==> src/cmcr_pkg.sv <==
/*
 * Constants for the codec mode control register pair: control word
 * framing, register addresses, bit positions and reset values.
 * Assumes a single 25 MHz clock domain and an active-low reset.
 */
package cmcr_pkg;
   // ----------------------------------------------------------------
   // Control word framing
   // ----------------------------------------------------------------
   localparam int unsigned WORD_W      = 16;
   localparam int unsigned DATA_W      = 8;
   localparam int unsigned ADDR_HI     = 15;
   localparam int unsigned ADDR_LO     = 13;
   localparam int unsigned RD_POS      = 12;
   localparam int unsigned BCAST_POS   = 11;
   localparam int unsigned ONES_HI     = 10;
   localparam int unsigned ONES_LO     = 8;
   localparam logic [2:0]  ONES_VAL    = 3'h7;
   // ----------------------------------------------------------------
   // Register address codes
   // ----------------------------------------------------------------
   localparam logic [2:0]  ADDR_NOP    = 3'h0;
   localparam logic [2:0]  ADDR_MODE   = 3'h1;
   localparam logic [2:0]  ADDR_CLKHP  = 3'h2;
   // ----------------------------------------------------------------
   // Mode and status register fields
   // ----------------------------------------------------------------
   localparam int unsigned ADC_OVF_POS = 7;
   localparam int unsigned CONT_POS    = 6;
   localparam int unsigned RECUR_POS   = 5;
   localparam int unsigned DAC_OVF_POS = 4;
   localparam int unsigned BIAS_POS    = 3;
   localparam int unsigned ALOOP_POS   = 2;
   localparam int unsigned DLOOP_POS   = 1;
   localparam int unsigned WIDE_POS    = 0;
   // ----------------------------------------------------------------
   // Clock and host port register fields
   // ----------------------------------------------------------------
   localparam int unsigned TURBO_POS   = 7;
   localparam int unsigned BYPASS_POS  = 6;
   localparam int unsigned UPPER_HI    = 5;
   localparam int unsigned UPPER_LO    = 3;
   localparam int unsigned GPO_POS     = 2;
   localparam int unsigned HPC_HI      = 1;
   localparam int unsigned HPC_LO      = 0;
   localparam int unsigned CASCADE_W   = 4;
   localparam int unsigned BUS_ADDR_W  = 7;
   // ----------------------------------------------------------------
   // Host pin configurations and reset values
   // ----------------------------------------------------------------
   localparam logic [1:0]  HPC_I2C     = 2'h0;
   localparam logic [1:0]  HPC_SSC     = 2'h1;
   localparam logic [1:0]  HPC_GPIO    = 2'h2;
   localparam logic [1:0]  HPC_FLAG    = 2'h3;
   localparam logic [2:0]  UPPER_RST   = 3'h4;
   localparam logic [1:0]  HPC_RST     = 2'h0;
   localparam logic        BIT_RST     = 1'b0;
endpackage : cmcr_pkg

==> src/cmcr_regs.sv <==
/*
 * Mode/status and clock/host-port control registers for both channels
 * of a dual-channel voice codec, reached by 16-bit control words.
 * Assumes the serial or host port front end hands over whole control
 * words with a one-cycle strobe and the addressed channel, and that
 * converter overflow, sample tick and DAC word info are synchronous.
 */
// Summary of operation
// - Mode register bit 7 reads ADC overflow, read-only, resets 0
// - Mode register bit 4 reads DAC overflow, read-only, resets 0
// - Bit 6, shadowed, picks programming (0) or continuous (1) transfer
// - Bit 5 picks FIR (0, reset) or RECURSIVE_FILTER_SEL (1) low-pass filters
// - Bit 3, shadowed, selects one of two bias pin voltages
// - Bit 2 enables analog loopback, resets 0
// - Bit 1 enables digital loopback, resets 0
// - Bit 0, shadowed, gives 15- or 16-bit DAC words in continuous mode
// - 15-bit continuous mode: DAC word LSB of 1 returns to programming mode
// - Clock register bit 7 selects frame-based or divided-master bit clock
// - Bit 6 bypasses decimation and interpolation filters, resets 0
// - Bits 5..3, reset 100, are upper bits of the 7-bit bus address
// - Bits 1..0 select two-wire protocol: 00 I2C, 01 start-stop
// - Config 10: data pin shows output bit, clock pin forwarded out
// - Config 11: data pin shows the control frame flag
// - Whole clock register and mode, bias, width bits are shadowed
// - Shadowed bits written on one channel update both channels together
// - Word: address 15..13, read bit 12, broadcast 11, ones 10..8, data 7..0
// - Address 001 is mode register, 010 clock register, 000 no operation
`timescale 1ns/1ps
module cmcr_regs (
   input  wire logic                              clk_i,
   input  wire logic                              resetn_i,
   input  wire logic                              ce_i,
   input  wire logic                              word_valid_i,
   input  wire logic [cmcr_pkg::WORD_W-1:0]       word_i,
   input  wire logic                              word_chan_i,
   output logic                                   rd_valid_o,
   output logic      [cmcr_pkg::DATA_W-1:0]       rd_data_o,
   output logic                                   broadcast_o,
   input  wire logic                              sample_tick_i,
   input  wire logic [1:0]                        adc_ovf_i,
   input  wire logic [1:0]                        dac_ovf_i,
   input  wire logic                              dac_word_valid_i,
   input  wire logic                              dac_word_lsb_i,
   input  wire logic [cmcr_pkg::CASCADE_W-1:0]    cascade_addr_i,
   input  wire logic                              frame_flag_i,
   input  wire logic                              scl_i,
   output logic                                   sda_o,
   output logic                                   sda_oe_o,
   output logic                                   serial_out_o,
   output logic                                   serial_out_sel_o,
   output logic                                   continuous_transfer_sel_o,
   output logic      [1:0]                        recursive_filter_sel_o,
   output logic                                   bias_level_sel_o,
   output logic      [1:0]                        analog_loop_en_o,
   output logic      [1:0]                        digital_loop_en_o,
   output logic                                   dac_wide_word_en_o,
   output logic                                   bit_clk_turbo_o,
   output logic                                   filter_bypass_en_o,
   output logic      [cmcr_pkg::BUS_ADDR_W-1:0]   bus_addr_o,
   output logic      [1:0]                        host_pin_config_o
);
   import cmcr_pkg::*;

   // ----------------------------------------------------------------
   // Control word decode
   // ----------------------------------------------------------------
   // Word is taken only with the fixed ones field in place
   function automatic logic word_hits(input logic [WORD_W-1:0] w, input logic [2:0] a);
      word_hits = (w[ADDR_HI:ADDR_LO] == a) && (w[ONES_HI:ONES_LO] == ONES_VAL);
   endfunction : word_hits

   logic             take;
   logic             wr_mode;
   logic             wr_clk;
   logic             rd_any;
   logic [DATA_W-1:0] wdata;

   // Strobes for the two registers
   assign take    = ce_i && word_valid_i;
   assign wdata   = word_i[DATA_W-1:0];
   assign wr_mode = take && !word_i[RD_POS] && word_hits(word_i, ADDR_MODE);
   assign wr_clk  = take && !word_i[RD_POS] && word_hits(word_i, ADDR_CLKHP);
   assign rd_any  = take && word_i[RD_POS]
                    && (word_hits(word_i, ADDR_MODE) || word_hits(word_i, ADDR_CLKHP));

   // ----------------------------------------------------------------
   // Register state
   // ----------------------------------------------------------------
   logic       cont;
   logic       bias;
   logic       wide;
   logic [1:0] recur;
   logic [1:0] aloop;
   logic [1:0] dloop;
   logic [1:0] adc_flag;
   logic [1:0] dac_flag;
   logic [DATA_W-1:0] clkhp;
   logic       next_cont;
   logic       next_bias;
   logic       next_wide;
   logic [1:0] next_recur;
   logic [1:0] next_aloop;
   logic [1:0] next_dloop;
   logic [1:0] next_adc_flag;
   logic [1:0] next_dac_flag;
   logic [DATA_W-1:0] next_clkhp;
   logic       cont_exit;

   // Leaving continuous mode on a 15-bit DAC word with LSB set
   assign cont_exit = cont && !wide && dac_word_valid_i && dac_word_lsb_i;

   // Next values of shadowed and per-channel fields
   always_comb begin
      next_cont     = cont;
      next_bias     = bias;
      next_wide     = wide;
      next_recur    = recur;
      next_aloop    = aloop;
      next_dloop    = dloop;
      next_clkhp    = clkhp;
      next_adc_flag = adc_flag;
      next_dac_flag = dac_flag;
      if (cont_exit) begin
         next_cont = 1'b0;
      end
      if (wr_mode) begin
         next_cont  = wdata[CONT_POS];
         next_bias  = wdata[BIAS_POS];
         next_wide  = wdata[WIDE_POS];
         next_recur[word_chan_i] = wdata[RECUR_POS];
         next_aloop[word_chan_i] = wdata[ALOOP_POS];
         next_dloop[word_chan_i] = wdata[DLOOP_POS];
      end
      if (wr_clk) begin
         next_clkhp = wdata;
      end
      if (sample_tick_i) begin
         next_adc_flag = adc_ovf_i;
         next_dac_flag = dac_ovf_i;
      end
   end

   // Register update, frozen while the clock enable is low
   always_ff @(posedge clk_i or negedge resetn_i) begin
      if (!resetn_i) begin
         cont     <= BIT_RST;
         bias     <= BIT_RST;
         wide     <= BIT_RST;
         recur    <= {2{BIT_RST}};
         aloop    <= {2{BIT_RST}};
         dloop    <= {2{BIT_RST}};
         adc_flag <= {2{BIT_RST}};
         dac_flag <= {2{BIT_RST}};
         clkhp    <= {BIT_RST, BIT_RST, UPPER_RST, BIT_RST, HPC_RST};
      end else if (ce_i) begin
         cont     <= next_cont;
         bias     <= next_bias;
         wide     <= next_wide;
         recur    <= next_recur;
         aloop    <= next_aloop;
         dloop    <= next_dloop;
         adc_flag <= next_adc_flag;
         dac_flag <= next_dac_flag;
         clkhp    <= next_clkhp;
      end
   end

   // ----------------------------------------------------------------
   // Read path
   // ----------------------------------------------------------------
   logic              next_rd_valid;
   logic [DATA_W-1:0] next_rd_data;

   // Assemble the addressed channel's view of the register
   always_comb begin
      next_rd_valid = 1'b0;
      next_rd_data  = rd_data_o;
      if (ce_i) begin
         next_rd_valid = rd_any;
      end
      if (rd_any && word_i[ADDR_HI:ADDR_LO] == ADDR_MODE) begin
         next_rd_data = '0;
         next_rd_data[ADC_OVF_POS] = adc_flag[word_chan_i];
         next_rd_data[CONT_POS]    = cont;
         next_rd_data[RECUR_POS]   = recur[word_chan_i];
         next_rd_data[DAC_OVF_POS] = dac_flag[word_chan_i];
         next_rd_data[BIAS_POS]    = bias;
         next_rd_data[ALOOP_POS]   = aloop[word_chan_i];
         next_rd_data[DLOOP_POS]   = dloop[word_chan_i];
         next_rd_data[WIDE_POS]    = wide;
      end else if (rd_any) begin
         next_rd_data = clkhp;
      end
   end

   // Read answer registers
   always_ff @(posedge clk_i or negedge resetn_i) begin
      if (!resetn_i) begin
         rd_valid_o <= 1'b0;
         rd_data_o  <= '0;
      end else if (ce_i) begin
         rd_valid_o <= next_rd_valid;
         rd_data_o  <= next_rd_data;
      end else begin
         rd_valid_o <= 1'b0;
      end
   end

   // ----------------------------------------------------------------
   // Host pin use
   // ----------------------------------------------------------------
   logic next_sda;
   logic next_sda_oe;
   logic next_serial_out;
   logic next_serial_sel;
   logic next_bcast;

   // Data pin driven only in the general output and frame flag uses
   always_comb begin
      next_sda        = 1'b0;
      next_sda_oe     = 1'b0;
      next_serial_out = 1'b0;
      next_serial_sel = 1'b0;
      next_bcast      = broadcast_o;
      if (wr_mode || wr_clk) begin
         next_bcast = word_i[BCAST_POS];
      end
      unique case (clkhp[HPC_HI:HPC_LO])
         HPC_I2C, HPC_SSC: begin
            next_sda_oe = 1'b0;
         end
         HPC_GPIO: begin
            next_sda        = clkhp[GPO_POS];
            next_sda_oe     = 1'b1;
            next_serial_out = scl_i;
            next_serial_sel = 1'b1;
         end
         HPC_FLAG: begin
            next_sda    = frame_flag_i;
            next_sda_oe = 1'b1;
         end
      endcase
   end

   // Pin output registers
   always_ff @(posedge clk_i or negedge resetn_i) begin
      if (!resetn_i) begin
         sda_o            <= 1'b0;
         sda_oe_o         <= 1'b0;
         serial_out_o     <= 1'b0;
         serial_out_sel_o <= 1'b0;
         broadcast_o      <= 1'b0;
      end else if (ce_i) begin
         sda_o            <= next_sda;
         sda_oe_o         <= next_sda_oe;
         serial_out_o     <= next_serial_out;
         serial_out_sel_o <= next_serial_sel;
         broadcast_o      <= next_bcast;
      end
   end

   // ----------------------------------------------------------------
   // Control outputs
   // ----------------------------------------------------------------
   // Field outputs straight from the register flops; bus address low bits come from cascade_addr_i
   assign continuous_transfer_sel_o = cont;
   assign recursive_filter_sel_o    = recur;
   assign bias_level_sel_o          = bias;
   assign analog_loop_en_o          = aloop;
   assign digital_loop_en_o         = dloop;
   assign dac_wide_word_en_o        = wide;
   assign bit_clk_turbo_o           = clkhp[TURBO_POS];
   assign filter_bypass_en_o        = clkhp[BYPASS_POS];
   assign bus_addr_o = {clkhp[UPPER_HI:UPPER_LO], cascade_addr_i};
   assign host_pin_config_o         = clkhp[HPC_HI:HPC_LO];

   // ----------------------------------------------------------------
   // Checks
   // ----------------------------------------------------------------
   chk_adc_flag_read: assert property (@(posedge clk_i) disable iff (!resetn_i)
      ce_i && sample_tick_i ##1 ce_i && word_valid_i && word_i[RD_POS] && word_hits(word_i, ADDR_MODE)
      |=> rd_valid_o && rd_data_o[ADC_OVF_POS] == ($past(word_chan_i) ? $past(adc_ovf_i[1], 2)
                                                                      : $past(adc_ovf_i[0], 2)))
      else $error("ADC overflow bit reads wrong");
   chk_ovf_write_ignored: assert property (@(posedge clk_i) disable iff (!resetn_i)
      wr_mode && !sample_tick_i |=> $stable(adc_flag) && $stable(dac_flag))
      else $error("Overflow flags changed by a write");
   chk_cont_exit: assert property (@(posedge clk_i) disable iff (!resetn_i)
      ce_i && cont_exit && !wr_mode |=> !continuous_transfer_sel_o)
      else $error("Continuous mode not left on LSB word");
   chk_shadow_cont: assert property (@(posedge clk_i) disable iff (!resetn_i)
      wr_mode |=> continuous_transfer_sel_o == $past(wdata[CONT_POS])
                  && dac_wide_word_en_o == $past(wdata[WIDE_POS]))
      else $error("Shadowed bit not applied");
   chk_chan_private: assert property (@(posedge clk_i) disable iff (!resetn_i)
      wr_mode && !word_chan_i |=> $stable(recursive_filter_sel_o[1]) && $stable(analog_loop_en_o[1]))
      else $error("Other channel private bit changed");
   chk_addr_upper: assert property (@(posedge clk_i) disable iff (!resetn_i)
      wr_clk |=> bus_addr_o[BUS_ADDR_W-1:CASCADE_W] == $past(wdata[UPPER_HI:UPPER_LO]))
      else $error("Bus address upper bits wrong");
   chk_gpio_fwd: assert property (@(posedge clk_i) disable iff (!resetn_i)
      ce_i && host_pin_config_o == HPC_GPIO |=> sda_oe_o && serial_out_o == $past(scl_i))
      else $error("Clock pin not forwarded");
   chk_flag_pin: assert property (@(posedge clk_i) disable iff (!resetn_i)
      ce_i && host_pin_config_o == HPC_FLAG |=> sda_oe_o && sda_o == $past(frame_flag_i))
      else $error("Frame flag not on data pin");
   chk_noop_quiet: assert property (@(posedge clk_i) disable iff (!resetn_i)
      take && word_i[ADDR_HI:ADDR_LO] == ADDR_NOP |=> !rd_valid_o ##0 $stable(clkhp))
      else $error("No-op address had an effect");
endmodule : cmcr_regs

==> config.mk <==
export PLATFORM = sky130hd
export DESIGN_NAME = cmcr_regs
export DESIGN_NICKNAME = d
export VERILOG_FILES = /design/src/cmcr_pkg.sv /design/src/cmcr_regs.sv
export SDC_FILE = /design/constraint.sdc
export NUM_CORES = 1
export LEC_CHECK = 0
export BUFFER_PORTS_ARGS = -buffer_cell sky130_fd_sc_hd__buf_2
export CAP_MARGIN = 0
export CORE_UTILIZATION = 25
export CTS_CLUSTER_DIAMETER = 60
export DETAILED_ROUTE_END_ITERATION = 10
export GPL_TIMING_DRIVEN = 0
export PLACE_DENSITY_LB_ADDON = 0.1
export SETUP_SLACK_MARGIN = 0.5
export SLEW_MARGIN = 15
export SYNTH_ARGS = -nofsm -noshare
export SYNTH_HDL_FRONTEND = slang
export SYNTH_SLANG_ARGS = --single-unit
==> constraint.sdc <==
create_clock -name clk_i -period 2 [get_ports clk_i]
set_input_delay 0.3 -clock clk_i [delete_from_list [all_inputs] [get_ports clk_i]]
set_output_delay 0.3 -clock clk_i [all_outputs]
set_load 0.05 [all_outputs]
==> results.md <==
- Status: finished, violations left
- Failing checks: DRC
- Syn Area/Cell: 14.3 sq um
- Crit path DAT: 1150 ps
- Reg2reg setup slack: 710 ps
- Routed WL: 3.96 mm
- Largest net degree at the start of global routing: 36
- Vias in the first global route: 1,269
- CP Max Fanout: 3
- Initial antenna violation count: 0
- Synth top area cells: dfrtp_1 (51%), mux2_2 (27%), buf_4 (4.0%), mux2_4 (2.7%), mux2i_1 (1.8%)
- Library cells used by synthesis: 24
- Port Buf Inserts: 62
- Lkg Pwr: 1.19 nW
- Final nets: 223
- TritonCTS clock tree: yes
- Most frequent cells in the layout: buf_2 (64), mux2_2 (40), dfrtp_1 (34), buf_4 (9), clkbuf_8 (5)
- Die W: 83.8 microns
- Cts-stage hold buffer count: 0
- Sum Neg Setup Slack: 0 ps
- RePlAce Congestion: 0.757
- Hold Slack: 103 ps
- P&R area growth vs syn: 33.8%
- Max-slew violation count: 0
- Core region area: 6420 sq um
- Finish-stage setup viols: 0
- Antenna cells: 0
- Clock Pin Slew Worst Setup and Hold Paths: 70 ps
- Seq cells post-synth: 35
- Synth area leader: dfrtp_1
- Synth Cell Area: 1670 sq um
- Max Fclk: 688 MHz
- Top-area cell type share of the netlist area: 0.508
- Setup CP Type: flop to output pin
- Worst endpoint required time: 1700 ps
- Startpoint types: flop
- Final Cycle Share: 0.727
- Most common cell after layout, fill and taps aside: buf_2
- Mapped Nets: 151
- Dpl hpwl: 2.87 mm
- Sequential area share after synthesis: 0.524
- Worst slew pin tran: 790 ps
- All-Layer GR Usage: 0.118
- I/O pins: 68
- Wire length of the first global-routing pass: 6.36 mm
- Overflow after GRT: 0
- Die area: 7030 sq um
- Iteration-0 DRC Markers: 44
- Fillcell total: 650
- Min-Delay Path Class: input pin to async pin
- Layout cells sized above 1: 0.700
- Post-Synthesis Cells: 117
- RSZ-0062 raised after global routing: false
- DRC: 14
- Clk sink count: 35
- FF/Latch Area: 877 sq um
- Row cnt: 29
- Clock Root Buffer: clkbuf_8
- Initial core utilization: 0.261
- CTS Buffer Depth: 2
- Avg WL per Cell: 14.8 microns
- Setup Skew: 1.64 ps
- Warnings from Yosys: 0
- Total CTS buffers: 5
- Vias: 1,188
- DR pass1 iterations: 9
- Max-cap viol count: 0
- Post-DRT Antenna Nets: 0
- Worst relative slew slack: 0.473
- Worst setup EP type: output pin
- Multi-input gate area: 722 sq um
- DR vias/cell: 4.45
- Die Span Y: 83.8 microns
- PwrDens: 674 nW/um^2
- Final Hold Viols: 0
- VDD IR-drop max: 0.000228 V
- Final worst path period need: 1450 ps
- H-tree Lvls: 2
- Clock latency on the worst-skew pair: 280 ps
-- final timing paths --
check,startpoint,end,cells after the start
max,clkhp[5],bus_addr_o[6],2
min,resetn_i,recursive_filter_sel_o[1],1
max reg2reg,digital_loop_en_o[1],rd_data_o[1],3
min reg2reg,adc_flag[0],adc_flag[0],1
max in group asynchronous,resetn_i,adc_flag[0],1
min in group clk_i,dac_ovf_i[0],dac_flag[0],2
-- sequential cells by signal, indices dropped and copies added, names as in the netlist, 2 cells and up --
name,flops
dac_flag,2
recursive_filter_sel_o,2
rd_data_o,8
analog_loop_en_o,2
adc_flag,2
digital_loop_en_o,2
clkhp,8
-- cell usage after synthesis, drive strengths merged --
master / instances
mux2: 43
dfrtp: 34
buf: 11
inv: 4
mux2i: 3
nand2: 3
nor3: 3
nand3: 2
nand4b: 2
o21ai: 2
dfstp: 1
nand2b: 1
nand3b: 1
nor2b: 1
nor3b: 1
nor4: 1
nor4b: 1
o22ai: 1
or4: 1
xnor2: 1
-- through the flow --
stage / instance area, sq um / power [mW] / setup slack [ps] / cells / utilization
floorplan: 1670 / 0.939 / 485 / 117 / -
global placement: 2080 / 1.02 / 43.2 / 256 / 0.324
detailed placement: 2080 / 1.03 / 33.9 / 256 / 0.324
CTS: 2210 / 1.54 / 520 / 266 / 0.345
global route: 2240 / 1.59 / 511 / 267 / 0.349
finish: 2240 / 1.51 / 546 / 267 / 0.349
-- where the power goes --
part	internal [mW]	switching, mW	total [mW]
sequential	0.740	0.0195	0.760
clock	0.244	0.245	0.490
combinational	0.101	0.159	0.260
total	1.09	0.424	1.51
-- cell type report --
type,instances,area share
Sequential cell,35,0.392
Multi-Input combinational cell,67,0.322
Timing Repair Buffer,65,0.165
Tap cell,77,0.0430
Buffer,11,0.0346
Clock buffer,7,0.0341
Inverter,4,0.00670
Clock inverter,1,0.00223
-- routing by layer --
metal	track usage	part of all wire	vias to the layer above
met5	0	0	-
met1	0.152	0.45	576
li1	-	-	554
met3	0.0356	0.079	5
met4	0.0423	0.011	0
met2	0.189	0.46	53
-- worst max-delay path, stage by stage (launching register included) --
cell and delay [ps]:
dfstp_2 540, buf_4 90, buf_2 240
-- logic make-up after synthesis --
group,after synthesis,share of synthesized area
compound gates,3,0.00972
xor+xnor,1,0.00523
buf+inv,15,0.0553
flops,35,0.524
mux,46,0.314
simple gates,17,0.0919
-- timing repair --
| action | CTS | global route |
|---|---|---|
| cloned | 0 | 0 |
| endpoints found under the hold margin | 0 | 0 |
| pin swaps | 2 | 0 |
| buffers inserted | 2 | 1 |
| endpoints found under the setup margin | 19 | 10 |
| resized for setup | 2 | 1 |
No activity file was read; power rests on OpenSTA's default activity.
